### src/design/mac_acc_map.vh
// constants for the multiply-accumulate datapath
`ifndef MAC_ACC_MAP_VH
`define MAC_ACC_MAP_VH
`define MAC_LEN_BYTES 3'h4
`define MAC_FMT_RR 8'hA3
`define MAC_FMT_RI 8'h83
`define MAC_FMT_II 8'h93
`define MAC_OP_ACC_RND 8'hD1
`define MAC_OP_ACC 8'hD0
`define MAC_OP_NEG 8'hE0
`define MAC_OP_MOVE_RND 8'hD9
`define MAC_OP_MOVE 8'hD8
`define MAC_OP_NEG_MOVE 8'hE8
`define MAC_RND_CONST 40'h0000008000
`define MAC_SAT_MAX 40'h007FFFFFFF
`define MAC_SAT_MIN 40'hFF80000000
`define MAC_ACC_RESET 40'h0000000000
`endif

### src/design/mac_acc_decode.v
// decodes the instruction bytes of the accumulate family
`timescale 1ns/1ps
`include "mac_acc_map.vh"
module mac_acc_decode
(
  input wire [7:0] i_byte0,
  input wire [7:0] i_byte2,
  output reg o_valid,
  output reg o_sub,
  output reg o_rnd,
  output reg o_move
);
  reg fmt_ok;
  always @*
  begin
    fmt_ok = (i_byte0 == `MAC_FMT_RR) || (i_byte0 == `MAC_FMT_RI) || (i_byte0 == `MAC_FMT_II);
    o_valid = 1'b0;
    o_sub = 1'b0;
    o_rnd = 1'b0;
    o_move = 1'b0;
    case (i_byte2)
      `MAC_OP_ACC_RND:
      begin
        o_valid = fmt_ok;
        o_rnd = 1'b1;
      end
      `MAC_OP_ACC:
      begin
        o_valid = fmt_ok;
      end
      `MAC_OP_NEG:
      begin
        o_valid = fmt_ok;
        o_sub = 1'b1;
      end
      `MAC_OP_MOVE_RND:
      begin
        o_valid = (i_byte0 == `MAC_FMT_II);
        o_rnd = 1'b1;
        o_move = 1'b1;
      end
      `MAC_OP_MOVE:
      begin
        o_valid = (i_byte0 == `MAC_FMT_II);
        o_move = 1'b1;
      end
      `MAC_OP_NEG_MOVE:
      begin
        o_valid = (i_byte0 == `MAC_FMT_II);
        o_sub = 1'b1;
        o_move = 1'b1;
      end
      default:
      begin
        o_valid = 1'b0;
      end
    endcase
  end
endmodule

### src/design/mac_acc_dual_port_ram.v
// small dual-port memory with registered read data
`timescale 1ns/1ps
module mac_acc_dual_port_ram
#(
  parameter AW = 6,
  parameter DW = 16
)
(
  input wire i_core_clk,
  input wire [AW-1:0] i_raddr,
  output reg [DW-1:0] o_rdata,
  input wire i_we,
  input wire [AW-1:0] i_waddr,
  input wire [DW-1:0] i_wdata
);
  reg [DW-1:0] mem [0:(1<<AW)-1];
  always @(posedge i_core_clk)
  begin
    if (i_we)
      mem[i_waddr] <= i_wdata;
    o_rdata <= mem[i_raddr];
  end
endmodule

### src/design/mac_acc_datapath.v
// multiply-accumulate datapath with flags and move copy
`timescale 1ns/1ps
`include "mac_acc_map.vh"
module mac_acc_datapath
#(
  parameter AW = 6
)
(
  input wire i_core_clk,
  input wire i_arst_n,
  input wire i_start,
  input wire [7:0] i_byte0,
  input wire [7:0] i_byte2,
  input wire signed [15:0] i_op1,
  input wire signed [15:0] i_op2,
  input wire i_product_shift_ctl,
  input wire i_sat_enable,
  input wire [AW-1:0] i_index_pointer,
  input wire [AW-1:0] i_index_pointer_next,
  input wire [AW-1:0] i_mem_raddr,
  input wire i_clear_sticky,
  output reg [39:0] o_acc,
  output reg o_overflow_flag,
  output reg o_sticky_saturate_flag,
  output reg o_extension_used_flag,
  output reg o_sticky_overflow_flag,
  output reg o_carry_flag,
  output reg o_zero_flag,
  output reg o_negative_flag,
  output reg o_illegal,
  output reg o_done,
  output reg [15:0] o_mem_rdata
);
  reg rst_s1;
  reg rst_n;
  wire dec_valid;
  wire dec_sub;
  wire dec_rnd;
  wire dec_move;
  reg [31:0] product;
  reg [39:0] prod_ext;
  reg [39:0] prep;
  reg [40:0] sum_a;
  reg [40:0] sum_b;
  reg [39:0] result;
  reg ovf;
  reg carry;
  reg rnd_ovf;
  reg sat_hi;
  reg sat_lo;
  reg [39:0] sat_result;
  reg exec;
  reg ovf_main;
  reg clamp;
  reg [39:0] next_acc;
  reg next_done;
  reg next_illegal;
  reg next_ovf_flag;
  reg next_sticky_ovf;
  reg next_sticky_sat;
  reg next_ext;
  reg next_carry;
  reg next_zero;
  reg next_neg;
  reg move_pend;
  reg [AW-1:0] move_dst;
  wire [15:0] ram_q;
  reg [AW-1:0] ram_raddr;

  // reset release through two stages
  always @(posedge i_core_clk or negedge i_arst_n)
  begin
    if (!i_arst_n)
    begin
      rst_s1 <= 1'b0;
      rst_n <= 1'b0;
    end
    else
    begin
      rst_s1 <= 1'b1;
      rst_n <= rst_s1;
    end
  end

  // variant comes from decoder with operands in the same cycle
  mac_acc_decode u_dec
  (
    .i_byte0(i_byte0),
    .i_byte2(i_byte2),
    .o_valid(dec_valid),
    .o_sub(dec_sub),
    .o_rnd(dec_rnd),
    .o_move(dec_move)
  );

  // product preparation
  always @*
  begin
    product = i_op1 * i_op2;
    prod_ext = {{8{product[31]}}, product};
    if (i_product_shift_ctl)
    begin
      prep = {prod_ext[38:0], 1'b0};
    end
    else
    begin
      prep = prod_ext;
    end
  end

  // add or subtract the prepared product
  always @*
  begin
    if (dec_sub)
    begin
      sum_a = {1'b0, o_acc} - {1'b0, prep};
      ovf_main = (o_acc[39] != prep[39]) && (sum_a[39] != o_acc[39]);
    end
    else
    begin
      sum_a = {1'b0, o_acc} + {1'b0, prep};
      ovf_main = (o_acc[39] == prep[39]) && (sum_a[39] != o_acc[39]);
    end
  end

  // rounding step
  always @*
  begin
    sum_b = {1'b0, sum_a[39:0]} + {1'b0, `MAC_RND_CONST};
    if (dec_rnd)
    begin
      result = {sum_b[39:16], 16'h0000};
      rnd_ovf = !sum_a[39] && sum_b[39];
      carry = sum_a[40] | sum_b[40];
    end
    else
    begin
      result = sum_a[39:0];
      rnd_ovf = 1'b0;
      carry = sum_a[40];
    end
    ovf = ovf_main | rnd_ovf;
  end

  // clamp to the 32-bit signed range
  always @*
  begin
    sat_hi = 1'b0;
    sat_lo = 1'b0;
    if (i_sat_enable)
    begin
      if (ovf_main)
      begin
        sat_hi = !o_acc[39];
        sat_lo = o_acc[39];
      end
      else if (rnd_ovf)
      begin
        sat_hi = 1'b1;
      end
      else if (!result[39] && (result[39:31] != 9'h000))
      begin
        sat_hi = 1'b1;
      end
      else if (result[39] && (result[39:31] != 9'h1FF))
      begin
        sat_lo = 1'b1;
      end
    end
    clamp = sat_hi | sat_lo;
    if (sat_hi)
    begin
      sat_result = `MAC_SAT_MAX;
    end
    else if (sat_lo)
    begin
      sat_result = `MAC_SAT_MIN;
    end
    else
    begin
      sat_result = result;
    end
    if (dec_rnd && clamp)
    begin
      sat_result = {sat_result[39:16], 16'h0000};
    end
  end

  // next values of accumulator and flags, a set beats a clear
  always @*
  begin
    exec = i_start && dec_valid;
    next_done = exec;
    next_illegal = i_start && !dec_valid;
    next_acc = o_acc;
    next_ovf_flag = o_overflow_flag;
    next_sticky_ovf = o_sticky_overflow_flag;
    next_sticky_sat = o_sticky_saturate_flag;
    next_ext = o_extension_used_flag;
    next_carry = o_carry_flag;
    next_zero = o_zero_flag;
    next_neg = o_negative_flag;
    if (i_clear_sticky)
    begin
      next_sticky_ovf = 1'b0;
      next_sticky_sat = 1'b0;
    end
    if (exec)
    begin
      next_acc = sat_result;
      next_ovf_flag = ovf;
      if (ovf)
      begin
        next_sticky_ovf = 1'b1;
      end
      if (clamp)
      begin
        next_sticky_sat = 1'b1;
      end
      next_ext = (sat_result[39:31] != 9'h000) && (sat_result[39:31] != 9'h1FF);
      next_carry = carry;
      next_zero = (sat_result == 40'h0000000000);
      next_neg = sat_result[39];
    end
  end

  // outcome pulses
  always @(posedge i_core_clk or negedge rst_n)
  begin
    if (!rst_n)
    begin
      o_illegal <= 1'b0;
      o_done <= 1'b0;
    end
    else
    begin
      o_done <= next_done;
      o_illegal <= next_illegal;
    end
  end

  // accumulator and flags
  always @(posedge i_core_clk or negedge rst_n)
  begin
    if (!rst_n)
    begin
      o_acc <= `MAC_ACC_RESET;
      o_overflow_flag <= 1'b0;
      o_sticky_saturate_flag <= 1'b0;
      o_extension_used_flag <= 1'b0;
      o_sticky_overflow_flag <= 1'b0;
      o_carry_flag <= 1'b0;
      o_zero_flag <= 1'b0;
      o_negative_flag <= 1'b0;
    end
    else
    begin
      o_acc <= next_acc;
      o_overflow_flag <= next_ovf_flag;
      o_sticky_saturate_flag <= next_sticky_sat;
      o_extension_used_flag <= next_ext;
      o_sticky_overflow_flag <= next_sticky_ovf;
      o_carry_flag <= next_carry;
      o_zero_flag <= next_zero;
      o_negative_flag <= next_neg;
    end
  end

  // move copy: read at index pointer, write at updated pointer
  always @*
  begin
    if (exec && dec_move)
    begin
      ram_raddr = i_index_pointer;
    end
    else
    begin
      ram_raddr = i_mem_raddr;
    end
  end

  always @(posedge i_core_clk or negedge rst_n)
  begin
    if (!rst_n)
    begin
      move_pend <= 1'b0;
      move_dst <= {AW{1'b0}};
    end
    else
    begin
      move_pend <= i_start && dec_valid && dec_move;
      move_dst <= i_index_pointer_next;
    end
  end

  mac_acc_dual_port_ram #(.AW(AW), .DW(16)) u_ram
  (
    .i_core_clk(i_core_clk),
    .i_raddr(ram_raddr),
    .o_rdata(ram_q),
    .i_we(move_pend),
    .i_waddr(move_dst),
    .i_wdata(ram_q)
  );

  always @(posedge i_core_clk or negedge rst_n)
  begin
    if (!rst_n)
    begin
      o_mem_rdata <= 16'h0000;
    end
    else
    begin
      o_mem_rdata <= ram_q;
    end
  end
endmodule

### config.mk
export PLATFORM = sky130hd
export DESIGN_NAME = mac_acc_datapath
export DESIGN_NICKNAME = d
export VERILOG_FILES = /design/src/design/mac_acc_decode.v /design/src/design/mac_acc_dual_port_ram.v /design/src/design/mac_acc_datapath.v
export VERILOG_INCLUDE_DIRS = /design/src /design/src/design
export SDC_FILE = /design/constraint.sdc
export NUM_CORES = 2
export LEC_CHECK = 0
export BUFFER_PORTS_ARGS = -buffer_cell sky130_fd_sc_hd__buf_2
export CORE_MARGIN = 10
export CORE_UTILIZATION = 35
export DETAILED_ROUTE_END_ITERATION = 7
export GPL_ROUTABILITY_DRIVEN = 0
export SYNTH_ARGS = -nofsm -noshare
export SYNTH_HDL_FRONTEND = slang
export SYNTH_SLANG_ARGS = --single-unit
export TNS_END_PERCENT = 20
### constraint.sdc
create_clock -name i_core_clk -period 6.49 [get_ports i_core_clk]
set_input_delay 0.649 -clock i_core_clk [delete_from_list [all_inputs] [get_ports i_core_clk]]
set_output_delay 0.649 -clock i_core_clk [all_outputs]
set_load 0.02 [all_outputs]
### Yosys cells after proc, flatten, opt, wreduce, memory -nomap -nowiden

Memories as Yosys holds them, arrays and structs flattened. A register that Yosys moved wholly into a read port is not among the register bits.
Index checks and enable logic that the tools add are counted.

* multipliers: 1
* muxes and demuxes: 31
* reduce and logical (&&, ||, !) cells: 23
* bitwise operators: 3
* equal/unequal tests: 15
* add/subtract/negate cells: 3

Operator list (count)
* 40-bit two-way mux: 3
* 8-bit == test (second input constant): 9
* 40-bit by 16-bit adder with 41-bit output (second input constant): 1
* 40-bit by 40-bit adder with 41-bit output: 1
* 41-bit two-way mux: 1
* 40-bit by 40-bit subtractor with 41-bit output: 1
* 40-bit logical NOT: 1
* 16-bit by 16-bit multiplier with 32-bit output: 1
* 32-bit two-way mux: 1
* 1-bit two-way mux: 23
* 9-bit inequality test (second input constant): 2
* 9-bit nonzero test: 2
* 16-bit two-way mux: 1
* 1-bit logical AND: 10
* 6-bit two-way mux: 1
* 3-bit OR reduction: 2
* 1-bit logical NOT: 4
* 2-bit OR reduction: 2
* 1-bit inequality test: 3
* 1-bit OR: 3
* 1-bit logical OR: 2
* 1-bit case mux with 2 select lines: 1
* 1-bit == test: 1

* memories kept: 1
* RAM bits: 1024
* register bits after elaboration: 74
* output and inout bits: 65
* input port bits: 72
* logic and storage cells: 92

Memories
* u_ram.mem: words 64, width 16, read ports 1, clocked after memory_dff 1, write ports 1, RTL line mac_acc_dual_port_ram.v:16 `reg [DW-1:0] mem [0:(1<<AW)-1];`

### Longest topological paths before layout

* word-level depth: 17
* gate-level depth with buffers: 50
* depth with buffers taken out: 46

### By module

From an unflattened synthesis, not the netlist that was laid out.

* cell total of the unflattened synthesis: 4133
* area total of the unflattened synthesis: 59279.4 um^2

By module, submodules not included
* mac_acc_dual_port_ram: instances 1, area each 40042.2 um^2, seq. area each 31069.8 um^2, cells each 1829
* mac_acc_datapath: instances 1, area each 19150.9 um^2, seq. area each 1826.8 um^2, cells each 2292
* mac_acc_decode: instances 1, area each 86.3 um^2, seq. area each 0.0 um^2, cells each 12

### Worst setup path after synthesis

No wires, ideal clock.

* kind: input to register
* start point: input i_op1[10]
* end point: register o_acc[0]
* cell stages on the path: 41
* setup time: 137 ps
* setup slack: -4360 ps
* path buffers: 4
* arrival: 10713 ps
* data required time: 6353 ps
* path through: clkbuf_1 -> nand2_1 -> fa_1 -> fa_1 -> fa_1 -> fa_1 -> inv_1 -> fa_1 -> fa_1 -> ha_1 -> o21a_1 -> o31a_1 -> o41ai_1 -> o2111ai_1 -> a31o_2 -> a21oi_1 -> o21ai_0 -> xor2_1 -> [... 5 more ...] -> nand2_1 -> o211ai_1 -> a21oi_1 -> nor3_1 -> o21ai_0 -> a2111oi_1 -> nor3_1 -> a21oi_1 -> xnor2_1 -> ha_1 -> or3_1 -> o211ai_1 -> a31oi_1 -> a41o_1 -> buf_2 -> buf_2 -> a22oi_1 -> o22ai_1

* cells in the longest elaborated chain, start to end: 16
* elaborated cells between the ends (all ways): 36
* those cells by class: add/sub: 3; mul: 1; eq/ne: 5; mux: 17; bitwise: 1; reduce/logical: 9

RTL lines
* start: declaration: RTL line mac_acc_datapath.v:14 `input wire signed [15:0] i_op1,`
* 16-bit by 16-bit multiplier with 32-bit output (*): RTL line mac_acc_datapath.v:99 `product = i_op1 * i_op2;`
* 32-bit two-way mux: RTL line mac_acc_datapath.v:101 `if (i_product_shift_ctl)`
* 40-bit by 40-bit adder with 41-bit output / 40-bit by 40-bit subtractor with 41-bit output (equally long branches): RTL line mac_acc_datapath.v:121, mac_acc_datapath.v:116
* 41-bit two-way mux: RTL line mac_acc_datapath.v:114 `if (dec_sub)`
* 40-bit by 16-bit adder with 41-bit output: RTL line mac_acc_datapath.v:129 `` sum_b = {1'b0, sum_a[39:0]} + {1'b0, `MAC_RND_CONST}; ``
* 40-bit two-way mux: RTL line mac_acc_datapath.v:130 `if (dec_rnd)`
* 9-bit inequality test: RTL line mac_acc_datapath.v:165 `else if (result[39] && (result[39:31] != 9'h1FF))`
* 1-bit logical AND: RTL line mac_acc_datapath.v:165
* 1-bit two-way mux: RTL line mac_acc_datapath.v:165
* 1-bit two-way mux: RTL line mac_acc_datapath.v:161 `else if (!result[39] && (result[39:31] != 9'h000))`
* 1-bit two-way mux: RTL line mac_acc_datapath.v:157 `else if (rnd_ovf)`
* 1-bit two-way mux: RTL line mac_acc_datapath.v:152 `if (ovf_main)`
* 1-bit two-way mux: RTL line mac_acc_datapath.v:150 `if (i_sat_enable)`
* 40-bit two-way mux / 1-bit OR (equally long branches): RTL line mac_acc_datapath.v:175, mac_acc_datapath.v:170
* 40-bit two-way mux / 1-bit logical AND (equally long branches): RTL line mac_acc_datapath.v:171, mac_acc_datapath.v:183
* 16-bit two-way mux (*): RTL line mac_acc_datapath.v:183 `if (dec_rnd && clamp)`
* end signal: assignment: RTL line mac_acc_datapath.v:247 `` o_acc <= `MAC_ACC_RESET; ``
* end signal: assignment: RTL line mac_acc_datapath.v:258 `o_acc <= next_acc;`
* end: declaration: RTL line mac_acc_datapath.v:22 `output reg [39:0] o_acc,`

Every way passes the cells marked *; elsewhere a longest branch is shown, timed or not.
A chain may end at the register's enable or synchronous reset.

### Worst setup path after layout

* start point: input i_op1[6]
* end point: register o_acc[30]

* cells in the longest elaborated chain, start to end: 15
* elaborated cells between the ends (all ways): 33
* those cells by class: add/sub: 3; mul: 1; eq/ne: 5; mux: 16; reduce/logical: 8

RTL lines
* 16-bit by 16-bit multiplier with 32-bit output (*): RTL line mac_acc_datapath.v:99
* 32-bit two-way mux: RTL line mac_acc_datapath.v:101
* 40-bit by 40-bit adder with 41-bit output / 40-bit by 40-bit subtractor with 41-bit output (equally long branches): RTL line mac_acc_datapath.v:121, mac_acc_datapath.v:116
* 41-bit two-way mux: RTL line mac_acc_datapath.v:114
* 40-bit by 16-bit adder with 41-bit output: RTL line mac_acc_datapath.v:129
* 40-bit two-way mux: RTL line mac_acc_datapath.v:130
* 9-bit inequality test: RTL line mac_acc_datapath.v:165
* 1-bit logical AND: RTL line mac_acc_datapath.v:165
* 1-bit two-way mux: RTL line mac_acc_datapath.v:165
* 1-bit two-way mux: RTL line mac_acc_datapath.v:161
* 1-bit two-way mux: RTL line mac_acc_datapath.v:157
* 1-bit two-way mux: RTL line mac_acc_datapath.v:152
* 1-bit two-way mux: RTL line mac_acc_datapath.v:150
* 40-bit two-way mux: RTL line mac_acc_datapath.v:175 `else if (sat_lo)`
* 40-bit two-way mux (*): RTL line mac_acc_datapath.v:171 `if (sat_hi)`

Marks and branches as above.

==> summary.txt <==
Critical path
  – CP endpoint kind: flop
  – CP peak stage delay: 0.53 ns
  – Worst Path Max Fanout: 8
  – CP arrival: approximately 11 ns
  – Slowest stage cell on the critical path: fa_1
  – Most used cell, CP: fa_1
  – Crit start category: input pin
  – CP Class: input pin to flop
  – Req. time, crit path: approximately 7 ns

Routing
  – Avg WL per Cell: between 20 and 25 um
  – Post-Route WL: 157 mm
  – # DRC: 0
  – Vias per cell: 5.20
  – DR vias: 37390
  – Final ANT Viol Nets: 0
  – Drt pass-1 iters: 6
  – Initial drt markers: approximately 3200

Logic synthesis
  – Fraction of registers with async set/reset: 0.0656
  – Seq cells post-synth: around 1100
  – Yosys Warn Count: 0
  – Syn avg cell area: about 14 um^2
  – Post-synthesis instance area: about 0.06 mm^2
  – Yosys cell types: 95
  – Post-synthesis sequential area ratio: 0.561
  – Synth Flop Type: edfxtp_1
  – Post-synth EDFFs: 1024
  – Syn Nets: about 4600
  – Cell count after synthesis: about 4100

Die
  – Die width: between 400 and 500 um
  – Core ar.: roughly 0.17 mm^2
  – I/O pins: about 140
  – Die height: between 400 and 500 um
  – FP Rows: 150
  – Initial Util: 0.351
  – Die area: between 0.15 and 0.2 mm^2

Placement
  – Post-DP HPWL: between 100 and 150 mm
  – Buffers on Ports: roughly 140
  – Placed cell count: 6940

STA
  – Final setup fails: 46
  – Slew Limit Fails: 0
  – RSZ-0062 raised after global routing: yes
  – Final min period: between 9 and 10 ns
  – Fin. Hold Viols: 0
  – Max Fclk: around 0.1 GHz
  – Slew headroom: 0.309
  – Least-Margin Pin Slew: between 1 and 1.5 ns
  – Final setup TNS: -154.43 ns
  – Worst Skew: 0.0532 ns
  – Final WS setup: -3.50 ns
  – Period utilization: 1.54

Clock network
  – TritonCTS Sinks: around 1100
  – TritonCTS buffer count: roughly 110
  – Worst-skew pair later-pin latency: ~0.74 ns
  – Max H-tree Level: 3
  – Clock transition at path regs: ~0.06 ns
  – CTS root buf: clkbuf_16
  – CTS Buffer Depth: 3
  – CTS tree: built

Global route
  – Total GRT Usage: 0.167
  – Initial antenna violation count: 8
  – Number of global-route vias before repair: slightly below 40000
  – Global-route wire length before repair: between 200 and 250 mm
  – Largest net degree at the start of global routing: 87
  – Gr ovfl total: 0

Finish
  – Fin cells: between 7000 and 8000
  – Final net count: between 5000 and 6000
  – Layout cells sized above 1: 0.308
  – Area Overhead vs Synth: 22.3%
  – Multi-input gate area: 0.0246 mm^2
  – Fillers: 15136
  – Storage element area: 0.0329 mm^2

Outcome
  – Failing checks: setup timing
  – Outcome: finished, violations left

Hold path
  – Min-Delay Path Class: input pin to flop

Run
  – Max Cap Viol: 0
==> path summary, 6_finish.rpt <==
path	start	endpoint	slack [ns]	cells after the start
max in group asynchronous	rst_n$_DFF_PN0_	o_acc[33]$_DFFE_PN0P_	5.10	1
worst min-delay path	i_index_pointer_next[3]	move_dst[3]$_DFF_PN0_	0.06	1
worst max register to register	o_acc[0]$_DFFE_PN0P_	o_acc[30]$_DFFE_PN0P_	0.82	25
worst min register to register	rst_n$_DFF_PN0_	o_mem_rdata[12]$_DFF_PN0_	0.24	0
min in group asynchronous	rst_n$_DFF_PN0_	o_mem_rdata[12]$_DFF_PN0_	0.24	0
worst max-delay path	i_op1[6]	o_acc[30]$_DFFE_PN0P_	-3.50	47
==> sequential cells by signal (all words and copies together) (netlist names), 6 cells and up <==
register / flops
u_ram.mem: 1024
o_acc: 40
o_mem_rdata: 16
u_ram.o_rdata: 16
move_dst: 6
==> metal layers <==
metal  global-route usage  up-vias  part of all wire
li1                     -    16824                 -
met1                0.213    19316              0.41
met2                0.298     1020              0.52
met3               0.0214      228             0.048
met4               0.0431        2             0.027
met5                    0        -          0.000051
==> worst max-delay path: cells and delay by family <==
| family | cells | cell delay (ns) |
|---|---|---|
| adder cells (fa/ha/maj) | 9 | 3.83 |
| AO/OA/AOI/OAI | 17 | 3.18 |
| AND/OR/NAND/NOR | 10 | 1.41 |
| buffers and inverters | 8 | 0.79 |
| XOR/XNOR | 2 | 0.34 |
| multiplexers | 1 | 0.31 |
==> cells in the mapped netlist, types with 9 or more instances <==
library cell  instances  share of area
mux4_2              256          0.098
dfxtp_1              16         0.0055
o22ai_1               9        0.00096
fa_1                264          0.090
o31ai_1              21         0.0027
a31oi_1              60         0.0064
nor2b_1              28         0.0030
nor2_1              178          0.011
a21oi_1             154          0.013
o21bai_1             17         0.0022
nand4_1              15         0.0016
nand3_1              40         0.0034
nor3_1               49         0.0042
buf_2                21         0.0018
or4_1                11         0.0014
ha_1                165          0.035
a21o_1               23         0.0029
xnor2_1              61         0.0091
a22oi_1              17         0.0022
or3_1                10         0.0011
nand2b_1             21         0.0022
o21ai_0              87         0.0074
clkbuf_1            140         0.0090
dfrtp_1              73          0.031
and3_1               11         0.0012
or2_2                 9        0.00096
a211oi_1             99          0.013
inv_1               368          0.024
and2_1              187          0.020
mux2i_1              15         0.0026
o211ai_1             17         0.0022
nand2_1             378          0.024
o21a_1               13         0.0017
xor2_1               27         0.0040
edfxtp_1           1024           0.52
a311oi_1             35         0.0052
nor4_1               16         0.0017
buf_1                40         0.0026
mux2_2               25         0.0048
==> placed cells by master, fill, tap and decap left out, types with 136 or more instances in the layout <==
| cell type | instances |
|---|---|
| and2_1 | 177 |
| nor2_1 | 175 |
| ha_1 | 143 |
| buf_4 | 696 |
| fa_1 | 260 |
| edfxtp_1 | 1024 |
| nand2_1 | 366 |
| mux4_2 | 256 |
| a21oi_1 | 136 |
| inv_1 | 361 |
==> cell type report <==
type                       count  share of cell area
sequential                  1113               0.459
timing repair buffer         856              0.0898
tap                         2204              0.0385
clock inverter                49             0.00810
multi-input combinational   2440               0.343
clock buffer                 150              0.0413
antenna                        3            0.000105
inverter                     373              0.0196
==> metrics by stage <==
stage	setup slack (ns)	instance area [um^2]	util	hold slack, ns
final	-3.50	71700	0.429	0.0620
after floorplan	-3.65	58900	-	0.331
after detailed placement	-4.63	66800	0.401	0.290
after global routing	-3.88	71700	0.429	0.0293
after CTS	-3.44	71300	0.427	0.0282
after global placement	-4.41	66800	0.401	0.288
==> timing repair <==
action / in CTS / in global routing
hold buffers: 1 / 0
resized for setup: 138 / 56
setup buffers: 35 / 7
setup endpoints to repair: 46 / 46
hold endpoints to repair: 2 / 0
cloned: 2 / 1
pin swaps: 85 / 30
==> cell families (layout without fill, tap and decap cells) <==
family	Yosys count	count (layout)	share of synthesized area
AOI/OAI and AO/OA	631	631	0.0724
other	1	4	0.0000640
muxes	296	296	0.106
adders and majority gates	429	429	0.125
DFF	1113	1113	0.561
and+or+nand+nor	992	992	0.0827
buffers and inverters	582	1428	0.0383
xor gates and xnor gates	91	91	0.0140
Power is not shown: default switching activity piles up to over one toggle a cycle in this logic, so the estimate is an artifact.
